<file path="config.mk">
export PLATFORM = sky130hd
export DESIGN_NAME = lan_card_local_side_port
export DESIGN_NICKNAME = d
export VERILOG_FILES = /design/src/hdl/lan_port_pkg.sv /design/src/hdl/lan_card_local_side_port.sv
export SDC_FILE = /design/constraint.sdc
export NUM_CORES = 1
export LEC_CHECK = 0
export ABC_AREA = 0
export BUFFER_PORTS_ARGS = -buffer_cell sky130_fd_sc_hd__buf_2
export CAP_MARGIN = 40
export CORE_MARGIN = 2
export CORE_UTILIZATION = 24
export DETAILED_ROUTE_END_ITERATION = 6
export GPL_ROUTABILITY_DRIVEN = 0
export SLEW_MARGIN = 30
export SYNTH_ARGS = -nofsm -noshare
export SYNTH_HDL_FRONTEND = slang
export SYNTH_SLANG_ARGS = --single-unit
</file>
<file path="constraint.sdc">
create_clock -name ref_clk_i -period 2.4 [get_ports ref_clk_i]
set_clock_uncertainty 0.2 [all_clocks]
set_input_delay 0.24 -clock ref_clk_i [delete_from_list [all_inputs] [get_ports ref_clk_i]]
set_output_delay 0.24 -clock ref_clk_i [all_outputs]
set_load 0.03 [all_outputs]
</file>
<file path="src/hdl/lan_port_pkg.sv">
// Constants and types for the LAN card local-side port
package lan_port_pkg;

    localparam int  CLK_MHZ          = 40;
    localparam int  CLK_PERIOD_NS    = 1000 / CLK_MHZ;
    localparam int  NIC_ACK_WAIT_MAX = 64;
    localparam int  COP_ADDR_W       = 4;
    localparam logic [1:0] STRAP_NIC = 2'h1;

    typedef enum logic [1:0]
    {
        NIC_IDLE   = 2'b00,
        NIC_STROBE = 2'b01,
        NIC_DONE   = 2'b11
    } nic_state_t;

endpackage

</file>
<file path="src/hdl/lan_card_local_side_port.sv">
// Local-side port: network-controller control or coprocessor slave, chosen by strap
//
// Contract
// RULE1: Strap selects mode; open strap means network mode
// RULE2: Strap low switches shared pins to coprocessor
// RULE3: Controller DMA request answered by bus grant
// RULE4: Reset output forces network controller reset
// RULE5: Register reads use chip select and read strobe
// RULE6: Register writes use chip select and write strobe
// RULE7: Wait states until controller acknowledges access
// RULE8: Everything runs from one clock input
// RULE9: Coprocessor DMA request signals host transfer wish
// RULE10: Coprocessor asserts grant when its channel grants
// RULE11: Coprocessor addresses registers on shared pins
// RULE12: Coprocessor uses chip select with read/write strobe
// RULE13: Ready output waits while access needs time
// RULE14: Interrupt output flags host request to coprocessor
// RULE15: Terminal count negates coprocessor DMA request
// RULE16: Buffer memory read gate drives reads
// RULE17: Buffer memory write gate for host writes
// RULE18: Boot ROM select acts as ROM chip select
// RULE19: Direction output steers external data buffers
// RULE20: Enable output switches external data buffers
// RULE21: Memory decode output carries unlatched decode; code registers it, one clock late
// RULE22: Controller interrupt input means host attention
// RULE23: Memory controls released during controller DMA
// RULE24: Host control bit raises coprocessor DMA request
// RULE25: Buffers disabled while controller holds grant
`timescale 1ns/1ns
module lan_card_local_side_port
    import lan_port_pkg::*;
(
    input  wire logic                  ref_clk_i,
    input  wire logic                  rst_i,
    input  wire logic                  mode_strap_i,
    input  wire logic                  nic_dma_request_i,
    input  wire logic                  nic_ack_i,
    input  wire logic                  nic_irq_i,
    input  wire logic                  host_nic_reset_i,
    input  wire logic                  host_reg_rd_i,
    input  wire logic                  host_reg_wr_i,
    input  wire logic                  host_mem_rd_i,
    input  wire logic                  host_mem_wr_i,
    input  wire logic                  host_rom_rd_i,
    input  wire logic                  host_mem_decode_i,
    input  wire logic                  host_dma_req_set_i,
    input  wire logic                  host_cop_attn_i,
    input  wire logic                  cop_dma_grant_i,
    input  wire logic                  cop_transfer_done_n_i,
    input  wire logic [COP_ADDR_W-1:0] cop_reg_addr_i,
    input  wire logic                  cop_cs_n_i,
    input  wire logic                  cop_read_strobe_n_i,
    input  wire logic                  cop_write_strobe_n_i,
    input  wire logic                  cop_reg_busy_i,
    output logic                       nic_mode_o,
    output logic                       nic_bus_grant_o,
    output logic                       nic_reset_n_o,
    output logic                       nic_cs_n_o,
    output logic                       nic_reg_read_strobe_n_o,
    output logic                       nic_reg_write_strobe_n_o,
    output logic                       nic_access_done_o,
    output logic                       nic_irq_o,
    output logic                       cop_dma_request_o,
    output logic                       cop_wait_request_n_o,
    output logic                       cop_interrupt_out_o,
    output logic                       cop_reg_rd_o,
    output logic                       cop_reg_wr_o,
    output logic [COP_ADDR_W-1:0]      cop_reg_addr_o,
    output logic                       buffer_mem_read_gate_n_o,
    output logic                       buffer_mem_write_gate_n_o,
    output logic                       buffer_mem_ctl_oe_o,
    output logic                       boot_rom_select_n_o,
    output logic                       buffer_direction_n_o,
    output logic                       buffer_gate_enable_n_o,
    output logic                       memory_decode_out_n_o
);

    typedef struct packed {
        logic                  strap_seen;
        logic                  nic_mode;
        nic_state_t            nic_st;
        logic                  grant;
        logic                  rst_n;
        logic                  cs_n;
        logic                  rd_n;
        logic                  wr_n;
        logic                  done;
        logic                  irq;
        logic                  dreq;
        logic                  wait_n;
        logic                  attn;
        logic                  crd;
        logic                  cwr;
        logic [COP_ADDR_W-1:0] caddr;
        logic                  buffer_mem_read_gate_n;
        logic                  buffer_mem_write_gate_n;
        logic                  ram_oe;
        logic                  rom_n;
        logic                  dir_n;
        logic                  den_n;
        logic                  memory_decode_out_n;
    } state_t;

    state_t s_reg;
    state_t s_next;

    ////////////////////////////////////////////////////////////////////////////
    // Next-state logic; strap is caught once after reset release, since the
    // pin sharing must not change under a running access
    always_comb
    begin
        s_next = s_reg;
        if (!s_reg.strap_seen)
        begin
            s_next.strap_seen = 1'b1;
            s_next.nic_mode   = mode_strap_i;   // RULE1 RULE2
        end
        if (s_reg.nic_mode)
        begin
            s_next.grant  = nic_dma_request_i;  // RULE3
            s_next.rst_n  = !host_nic_reset_i;  // RULE4
            s_next.irq    = nic_irq_i;
            s_next.done   = 1'b0;
            unique case (s_reg.nic_st)
                NIC_IDLE:
                begin
                    if ((host_reg_rd_i || host_reg_wr_i) && !s_reg.grant)
                    begin
                        s_next.cs_n   = 1'b0;   // RULE5 RULE6
                        s_next.rd_n   = !host_reg_rd_i; // RULE5
                        s_next.wr_n   = host_reg_rd_i;  // RULE6
                        s_next.nic_st = NIC_STROBE;
                    end
                end
                NIC_STROBE:
                begin
                    if (nic_ack_i)              // RULE7
                    begin
                        s_next.cs_n   = 1'b1;
                        s_next.rd_n   = 1'b1;
                        s_next.wr_n   = 1'b1;
                        s_next.done   = 1'b1;
                        s_next.nic_st = NIC_DONE;
                    end
                end
                NIC_DONE:
                begin
                    s_next.nic_st = NIC_IDLE;
                end
                default:
                begin
                    s_next.nic_st = NIC_IDLE;
                end
            endcase
            // Controller DMA owns the local bus: memory controls go high-Z
            s_next.ram_oe  = !nic_dma_request_i;             // RULE23
            s_next.buffer_mem_read_gate_n = !(host_mem_rd_i && !nic_dma_request_i); // RULE16
            s_next.buffer_mem_write_gate_n = !(host_mem_wr_i && !nic_dma_request_i); // RULE17
            s_next.den_n   = nic_dma_request_i;              // RULE20 RULE25
            s_next.dreq    = 1'b0;
            s_next.wait_n  = 1'b1;
            s_next.attn    = 1'b0;
            s_next.crd     = 1'b0;
            s_next.cwr     = 1'b0;
        end
        else
        begin
            // Terminal count dominates so a finished packet cannot re-request
            if (!cop_transfer_done_n_i)
                s_next.dreq = 1'b0;             // RULE15
            else if (host_dma_req_set_i)
                s_next.dreq = 1'b1;             // RULE9 RULE24
            s_next.attn  = host_cop_attn_i;     // RULE14
            s_next.caddr = cop_reg_addr_i;      // RULE11
            s_next.crd   = !cop_cs_n_i && !cop_read_strobe_n_i;  // RULE12
            s_next.cwr   = !cop_cs_n_i && !cop_write_strobe_n_i; // RULE12
            s_next.wait_n = !(!cop_cs_n_i && cop_reg_busy_i);    // RULE13
            s_next.grant  = 1'b0;
            s_next.rst_n  = 1'b1;
            s_next.cs_n   = 1'b1;
            s_next.rd_n   = 1'b1;
            s_next.wr_n   = 1'b1;
            s_next.done   = 1'b0;
            s_next.irq    = 1'b0;
            s_next.nic_st = NIC_IDLE;
            s_next.ram_oe = 1'b0;
            s_next.buffer_mem_read_gate_n = 1'b1;
            s_next.buffer_mem_write_gate_n = 1'b1;
            s_next.den_n  = cop_dma_grant_i;    // RULE10 RULE20
        end
        s_next.rom_n  = !host_rom_rd_i;         // RULE18
        s_next.dir_n  = !(host_mem_rd_i || host_rom_rd_i || host_reg_rd_i); // RULE19
        s_next.memory_decode_out_n = !host_mem_decode_i;     // RULE21
    end

    ////////////////////////////////////////////////////////////////////////////
    // Single clock domain register
    always_ff @(posedge ref_clk_i)              // RULE8
    begin
        if (rst_i)
        begin
            s_reg         <= '0;
            s_reg.nic_mode <= 1'b1;
            s_reg.nic_st  <= NIC_IDLE;
            s_reg.rst_n   <= 1'b0;
            s_reg.cs_n    <= 1'b1;
            s_reg.rd_n    <= 1'b1;
            s_reg.wr_n    <= 1'b1;
            s_reg.wait_n  <= 1'b1;
            s_reg.buffer_mem_read_gate_n <= 1'b1;
            s_reg.buffer_mem_write_gate_n <= 1'b1;
            s_reg.rom_n   <= 1'b1;
            s_reg.dir_n   <= 1'b1;
            s_reg.den_n   <= 1'b1;
            s_reg.memory_decode_out_n  <= 1'b1;
        end
        else
        begin
            s_reg <= s_next;
        end
    end

    ////////////////////////////////////////////////////////////////////////////
    // Outputs straight from the state register
    assign nic_mode_o                = s_reg.nic_mode;
    assign nic_bus_grant_o           = s_reg.grant;
    assign nic_reset_n_o             = s_reg.rst_n;
    assign nic_cs_n_o                = s_reg.cs_n;
    assign nic_reg_read_strobe_n_o   = s_reg.rd_n;
    assign nic_reg_write_strobe_n_o  = s_reg.wr_n;
    assign nic_access_done_o         = s_reg.done;
    assign nic_irq_o                 = s_reg.irq;   // RULE22
    assign cop_dma_request_o         = s_reg.dreq;
    assign cop_wait_request_n_o      = s_reg.wait_n;
    assign cop_interrupt_out_o       = s_reg.attn;
    assign cop_reg_rd_o              = s_reg.crd;
    assign cop_reg_wr_o              = s_reg.cwr;
    assign cop_reg_addr_o            = s_reg.caddr;
    assign buffer_mem_read_gate_n_o  = s_reg.buffer_mem_read_gate_n;
    assign buffer_mem_write_gate_n_o = s_reg.buffer_mem_write_gate_n;
    assign buffer_mem_ctl_oe_o       = s_reg.ram_oe;
    assign boot_rom_select_n_o       = s_reg.rom_n;
    assign buffer_direction_n_o      = s_reg.dir_n;
    assign buffer_gate_enable_n_o    = s_reg.den_n;
    assign memory_decode_out_n_o     = s_reg.memory_decode_out_n;
endmodule

</file>
==> impl_metrics.csv, run 1 <==
group,metric,value,unit
synthesis,syn_inst,80,
placement,place.port_buffers,48,
route,viasPerCell,4.10,
final_layout,fillers,348,
timing,setup_viol,0,
clocking,hold_buffers,26,
setup_path,end_kind,"flop",
grt,antenna_found_initial,0,
synthesis,avgSynthCellArea,10.7,sq um
final_layout,final_util,0.414,
pwr,peakVddDrop,0.240,mV
final_layout,stdcell_area,0.00140,sq mm
synthesis,syn_nets,105,
hold_path,hp-start,"host_reg_wr_i",
clocking,h-tree-depth,1,
route,vias,812,
final_layout,drive_gt1_frac,0.349,
final_layout,multi_input_comb_area,273,sq um
route,dr.pass1.iters,4,
clocking,insertion_delay,0.31,ns
synthesis,synth_common_cells,"dfxtp_1, nand2_1, nor2_1",
timing,fin_crit_sh,0.855,
setup_path,r2r-end,"buffer_mem_write_gate_n_o$_SDFF_PP1_",
grt,grt_pass1_wl,3.43,mm
hold_path,min_path_cells,3,
timing,grt_setup_unrepaired,"no",
timing,hold_violations,0,
clocking,ctsResizeCount,0,
synthesis,synth_compound_area_frac,0.0684,
setup_path,max_stage_delay,0.74,ns
final_layout,diodes,0,
clocking,cts_setup_buffers,0,
pwr,power_density,589,mW/mm^2
synthesis,async_flop_share,0,
setup_path,crit_chain,"nand2b_1, nor2_1, nand2_1, dlygate4sd3_1",
floorplan,io_pins,49,
timing,slew_headroom,0.592,
status,status,"finished clean",
synthesis,synthAdderAreaFrac,0,
setup_path,rr_startpoint,"nic_mode_o$_SDFFE_PP1N_",
synthesis,synth_ff_type,"dfxtp_1",
timing,worstMarginPinSlew,0.611,ns
synthesis,yosys.area_share.simple,0.179,
grt,grt_pass1_vias,815,
hold_path,min_path_type,"primary input to flop",
clocking,cts_num_sinks,27,
route,wire_per_inst,10.4,um
final_layout,nNetsFinal,178,
clocking,cts_tree,"done",
synthesis,yosysSeqAreaShare,0.629,
timing,fin_setup_tns,0,ns
setup_path,cp_num_buf_inv,1,
clocking,ctsRootBufferMaster,"clkbuf_4",
synthesis,synth_seq_cells,27,
synthesis,yosysMostFrequentCell,"dfxtp_1",
floorplan,core_area,0.00339,sq mm
synthesis,synth-xor-area-share,0,
setup_path,worst_ep_arrival_time,2.07,ns
synthesis,ys_top_cells_by_area,"dfxtp_1, mux2i_1, buf_4",
clocking,cts_buffers,3,
floorplan,rows,21,
placement,place_hpwl,1.39,mm
synthesis,synth_top_area_share,0.629,
setup_path,worst_path_max_delay_cell,"dfxtp_1",
timing,clock.fmax,487,MHz
setup_path,crit_family,"flip-flops",
synthesis,yosysTopAreaCell,"dfxtp_1",
synthesis,synth_top_family_by_area,"simple AND/OR/NAND/NOR gates",
final_layout,seq_area,541,sq um
route,drcViolationCount,0,
clocking,clkTransAtPathRegs,0.14,ns
floorplan,die_h,63.8,um
timing,final_max_slew_viol_count,0,
setup_path,rr_worst_depth,4,
setup_path,cp_max_fo,15,
synthesis,synth_warnings,0,
setup_path,rrSetupSlack,0.35,ns
route,wirelength,2.05,mm
route,ant_nets,0,
setup_path,start_kind,"flop",
placement,placed_area,0.00111,sq mm
flow_run,maxCapViolCount,0,
pwr,total_power,826,uW
route,drt_iter0_drc,23,
hold_path,hold_end,"nic_reg_write_strobe_n_o$_SDFFE_PP1P_",
grt,grt.total_usage,0.108,
grt,gr-total-overflow,0,
final_layout,syn2layout_area_growth,63.2,%
synthesis,muxShareOfSynthArea,0.0699,
floorplan,die_w,63.8,um
grt,grt_start_max_net_pins,16,
pwr,p_leak,0.000675,uW
synthesis,netlist_area,860,sq um
final_layout,largest_register_ff_count,4,
synthesis,synth_edf_count,0,
clocking,clock_path_buffers,2,
floorplan,start_util,0.254,
setup_path,critPathRequiredTime,2.42,ns
setup_path,critPathKind,"flop to flop",
floorplan,die_area,0.00408,sq mm
synthesis,synth.distinct_cells,23,
timing,period_minus_slack,2.05,ns
## cell families after synthesis
| kind of cell | count (synthesis) |
|---|---|
| AO/OA/AOI/OAI | 9 |
| buffers and inverters | 7 |
| flip-flops | 27 |
| multiplexers | 6 |
| AND/OR/NAND/NOR | 31 |
## per-stage QoR
| step | setup slack (ns) | hold WS [ns] | instances |
|---|---|---|---|
| after detailed placement | 0.781 | 0.207 | 168 |
| after global placement | 0.852 | 0.203 | 168 |
| final | 0.347 | 0.0285 | 198 |
| after global routing | 0.155 | 0.00322 | 198 |
| after CTS | 0.336 | 0.0141 | 198 |
| after floorplan | 1.01 | 0.102 | 80 |
## worst max path at each step
stage                                       start                                     to  slack, ns  depth (start not counted)
after CTS                 nic_mode_o$_SDFFE_PP1N_   buffer_mem_write_gate_n_o$_SDFF_PP1_       0.34                          4
after global routing      nic_mode_o$_SDFFE_PP1N_   buffer_mem_write_gate_n_o$_SDFF_PP1_       0.15                          4
after detailed placement  nic_mode_o$_SDFFE_PP1N_  nic_reg_write_strobe_n_o$_SDFFE_PP1P_       0.78                          3
after floorplan           nic_mode_o$_SDFFE_PP1N_  nic_reg_write_strobe_n_o$_SDFFE_PP1P_       1.01                          3
after global placement    nic_mode_o$_SDFFE_PP1N_  nic_reg_write_strobe_n_o$_SDFFE_PP1P_       0.85                          3
final                     nic_mode_o$_SDFFE_PP1N_   buffer_mem_write_gate_n_o$_SDFF_PP1_       0.35                          4
## tightest hold or removal path, cell delays in order
cell     delay (ns)
buf_2          0.12
nand2_1        0.05
a211o_1        0.11
## report_power, final
part / leakage [uW] / total, uW / internal (uW) / switching [uW]
clock: 0.0000177 / 189 / 62.3 / 126
sequential: 0.000222 / 486 / 472 / 14.5
combinational: 0.000435 / 151 / 70.3 / 80.7
total: 0.000675 / 826 / 604 / 221
## layer usage
| metal | GRT usage | wire length [um] | vias up |
|---|---|---|---|
| met3 | 0.0299 | 153 | 2 |
| met1 | 0.111 | 868 | 368 |
| met5 | 0 | 0 | - |
| met2 | 0.203 | 1020 | 34 |
| met4 | 0.0408 | 7 | 0 |
| li1 | - | - | 408 |
## cell type report
cell class | count | share of cell area
Sequential cell | 27 | 0.385
Tap cell | 46 | 0.0410
Inverter | 1 | 0.00268
Clock buffer | 3 | 0.0161
Timing Repair Buffer | 74 | 0.357
Clock inverter | 1 | 0.00357
Multi-Input combinational cell | 46 | 0.194
## cell usage in the layout, fill, tap and decap left out, drive strengths merged, types with 2 or more instances in the layout
cell and instances:
and2 3, nor3 4, a21oi 2, nand2 9, mux2i 6, clkbuf 3, dlygate4sd3 26, buf 48
o21ai 2, nor4 2, dfxtp 27, nor2 9
No activity file was read; power rests on OpenSTA's default activity.
==> run 2, diff against run 1 <==
==> constraint.sdc (replaced) <==
create_clock -name ref_clk_i -period 1.7 [get_ports ref_clk_i]
set_clock_uncertainty 0.2 [all_clocks]
set_input_delay 0.17 -clock ref_clk_i [delete_from_list [all_inputs] [get_ports ref_clk_i]]
set_output_delay 0.17 -clock ref_clk_i [all_outputs]
set_load 0.03 [all_outputs]
==> run 2 against run 1 <==
Compared with the run above:
- via count down 2.7%
- die area unchanged
- final area increased by 0.53%
- wire length increased by 1.8%
- sequential share of layout area is 0.12 points lower
- sequential power is 41% higher
- register-to-register slack worse by 0.25 ns
- total power is 42% higher
- clock power increased by 41%
- utilization rose by 0.22 points
- first-iteration DRC count up 52%
- cell count is the same
==> impl_metrics.csv, run 2 (synthesized netlist as in run 1, its figures left out) <==
group,metric,value,unit
setup_path,rr_worst_depth,3,
timing,fin_crit_sh,0.953,
floorplan,rows,21,
setup_path,critPathRequiredTime,1.78,ns
route,wirelength,2.09,mm
timing,fin_setup_tns,0,ns
floorplan,core_area,0.00339,sq mm
clocking,h-tree-depth,1,
pwr,peakVddDrop,0.305,mV
grt,grt_start_max_net_pins,16,
route,vias,790,
floorplan,start_util,0.254,
hold_path,min_path_type,"flop to flop",
grt,grt_pass1_wl,3.46,mm
clocking,cts_num_sinks,27,
timing,clock.fmax,617,MHz
grt,gr-total-overflow,0,
timing,hold_violations,0,
route,wire_per_inst,10.5,um
timing,fin_ws,0.0805,ns
route,drcViolationCount,0,
clocking,ctsRootBufferMaster,"clkbuf_4",
setup_path,worst_ep_arrival_time,1.69,ns
final_layout,diodes,0,
final_layout,syn2layout_area_growth,64.0,%
clocking,cts_tree,"done",
setup_path,start_kind,"primary input",
floorplan,die_w,63.8,um
placement,placed_cells,169,
setup_path,rr_startpoint,"nic_mode_o$_SDFFE_PP1N_",
final_layout,largest_register_ff_count,4,
setup_path,path_depth,4,
hold_path,min_path_cells,1,
route,drt_iter0_drc,35,
setup_path,crit_family,"buffers and inverters",
clocking,insertion_delay,0.32,ns
final_layout,layout_commonest_cell,"buf_2",
setup_path,rrSetupSlack,0.10,ns
grt,grt_pass1_vias,808,
route,dr.pass1.iters,4,
setup_path,max_stage_delay,0.57,ns
setup_path,r2r-end,"nic_reset_n_o$_SDFF_PP0_",
grt,antenna_found_initial,0,
setup_path,cp_max_fo,13,
setup_path,cpMostUsedCell,"dlygate4sd3_1",
route,viasPerCell,3.99,
placement,place.port_buffers,48,
setup_path,crit_chain,"dlygate4sd3_1, buf_4, nor4b_2, dlygate4sd3_1",
timing,setup_viol,0,
final_layout,final_cells,198,
setup_path,cp_num_buf_inv,3,
timing,final_max_slew_viol_count,0,
clocking,cts_setup_buffers,0,
clocking,clock_path_buffers,2,
timing,whs,0.274,ns
floorplan,io_pins,49,
timing,period_minus_slack,1.62,ns
placement,place_ws,0.403,ns
timing,slew_headroom,0.832,
flow_run,maxCapViolCount,0,
timing,worstMarginPinSlew,0.251,ns
final_layout,drive_gt1_frac,0.368,
pwr,p_leak,0.000680,uW
grt,grt.total_usage,0.111,
final_layout,layout_common_cells,"buf_2, dfxtp_1, dlygate4sd3_1, nand2_1, nor2_1",
clocking,clkTransAtPathRegs,0.14,ns
setup_path,critPathKind,"primary input to flop",
placement,place_hpwl,1.42,mm
final_layout,nNetsFinal,178,
floorplan,die_h,63.8,um
floorplan,die_area,0.00408,sq mm
pwr,power_density,833,mW/mm^2
setup_path,crit_path_start,"rst_i",
setup_path,cp-endpoint,"cop_dma_request_o$_SDFFE_PP0P_",
route,ant_nets,0,
clocking,cts_buffers,3,
status,status,"finished clean",
setup_path,end_kind,"flop",
setup_path,worst_path_max_delay_cell,"dlygate4sd3_1",
timing,grt_setup_unrepaired,"no",
-- run 2: worst min-delay path by stage --
stage,startpoint,end
floorplan,host_rom_rd_i,boot_rom_select_n_o$_SDFF_PP1_
global placement,cop_reg_busy_i,cop_wait_request_n_o$_SDFF_PP1_
detailed placement,cop_reg_busy_i,cop_wait_request_n_o$_SDFF_PP1_
CTS,nic_cs_n_o$_SDFFE_PP1P_,nic_cs_n_o$_SDFFE_PP1P_
global route,host_mem_wr_i,buffer_mem_write_gate_n_o$_SDFF_PP1_
finish,nic_cs_n_o$_SDFFE_PP1P_,nic_cs_n_o$_SDFFE_PP1P_
-- run 2: what timing repair did --
item / CTS / global route
endpoints found under the setup margin: 0 / 2
resized for setup: 0 / 4
hold buffers: 25 / 0
hold endpoints to repair: 24 / 0
-- run 2: per-layer routing --
layer	wire, um	track usage
met1	900	0.120
met2	1010	0.202
met3	167	0.0387
met4	8	0.0326
met5	0	0
-- run 2: final cells by class --
class | count | area (sq um)
Timing Repair Buffer | 74 | 500
Sequential cell | 27 | 542
Clock buffer | 3 | 22.5
Fill cell | 337 | 1980
Clock inverter | 1 | 5.00
Multi-Input combinational cell | 46 | 279
Tap cell | 46 | 57.6
Inverter | 1 | 3.75
-- run 2: where the power goes --
group | switching [uW] | internal [uW]
clock network | 179 | 87.9
registers | 16.5 | 666
logic | 120 | 105
total | 315 | 859
-- run 2: stage by stage --
step	total power (uW)	util	instance area, sq um
2_1_floorplan	812	-	860
3_3_place_gp	872	0.331	1120
3_5_place_dp	876	0.331	1120
4_1_cts	1190	0.413	1400
5_1_grt	1250	0.416	1410
6_report	1170	0.416	1410
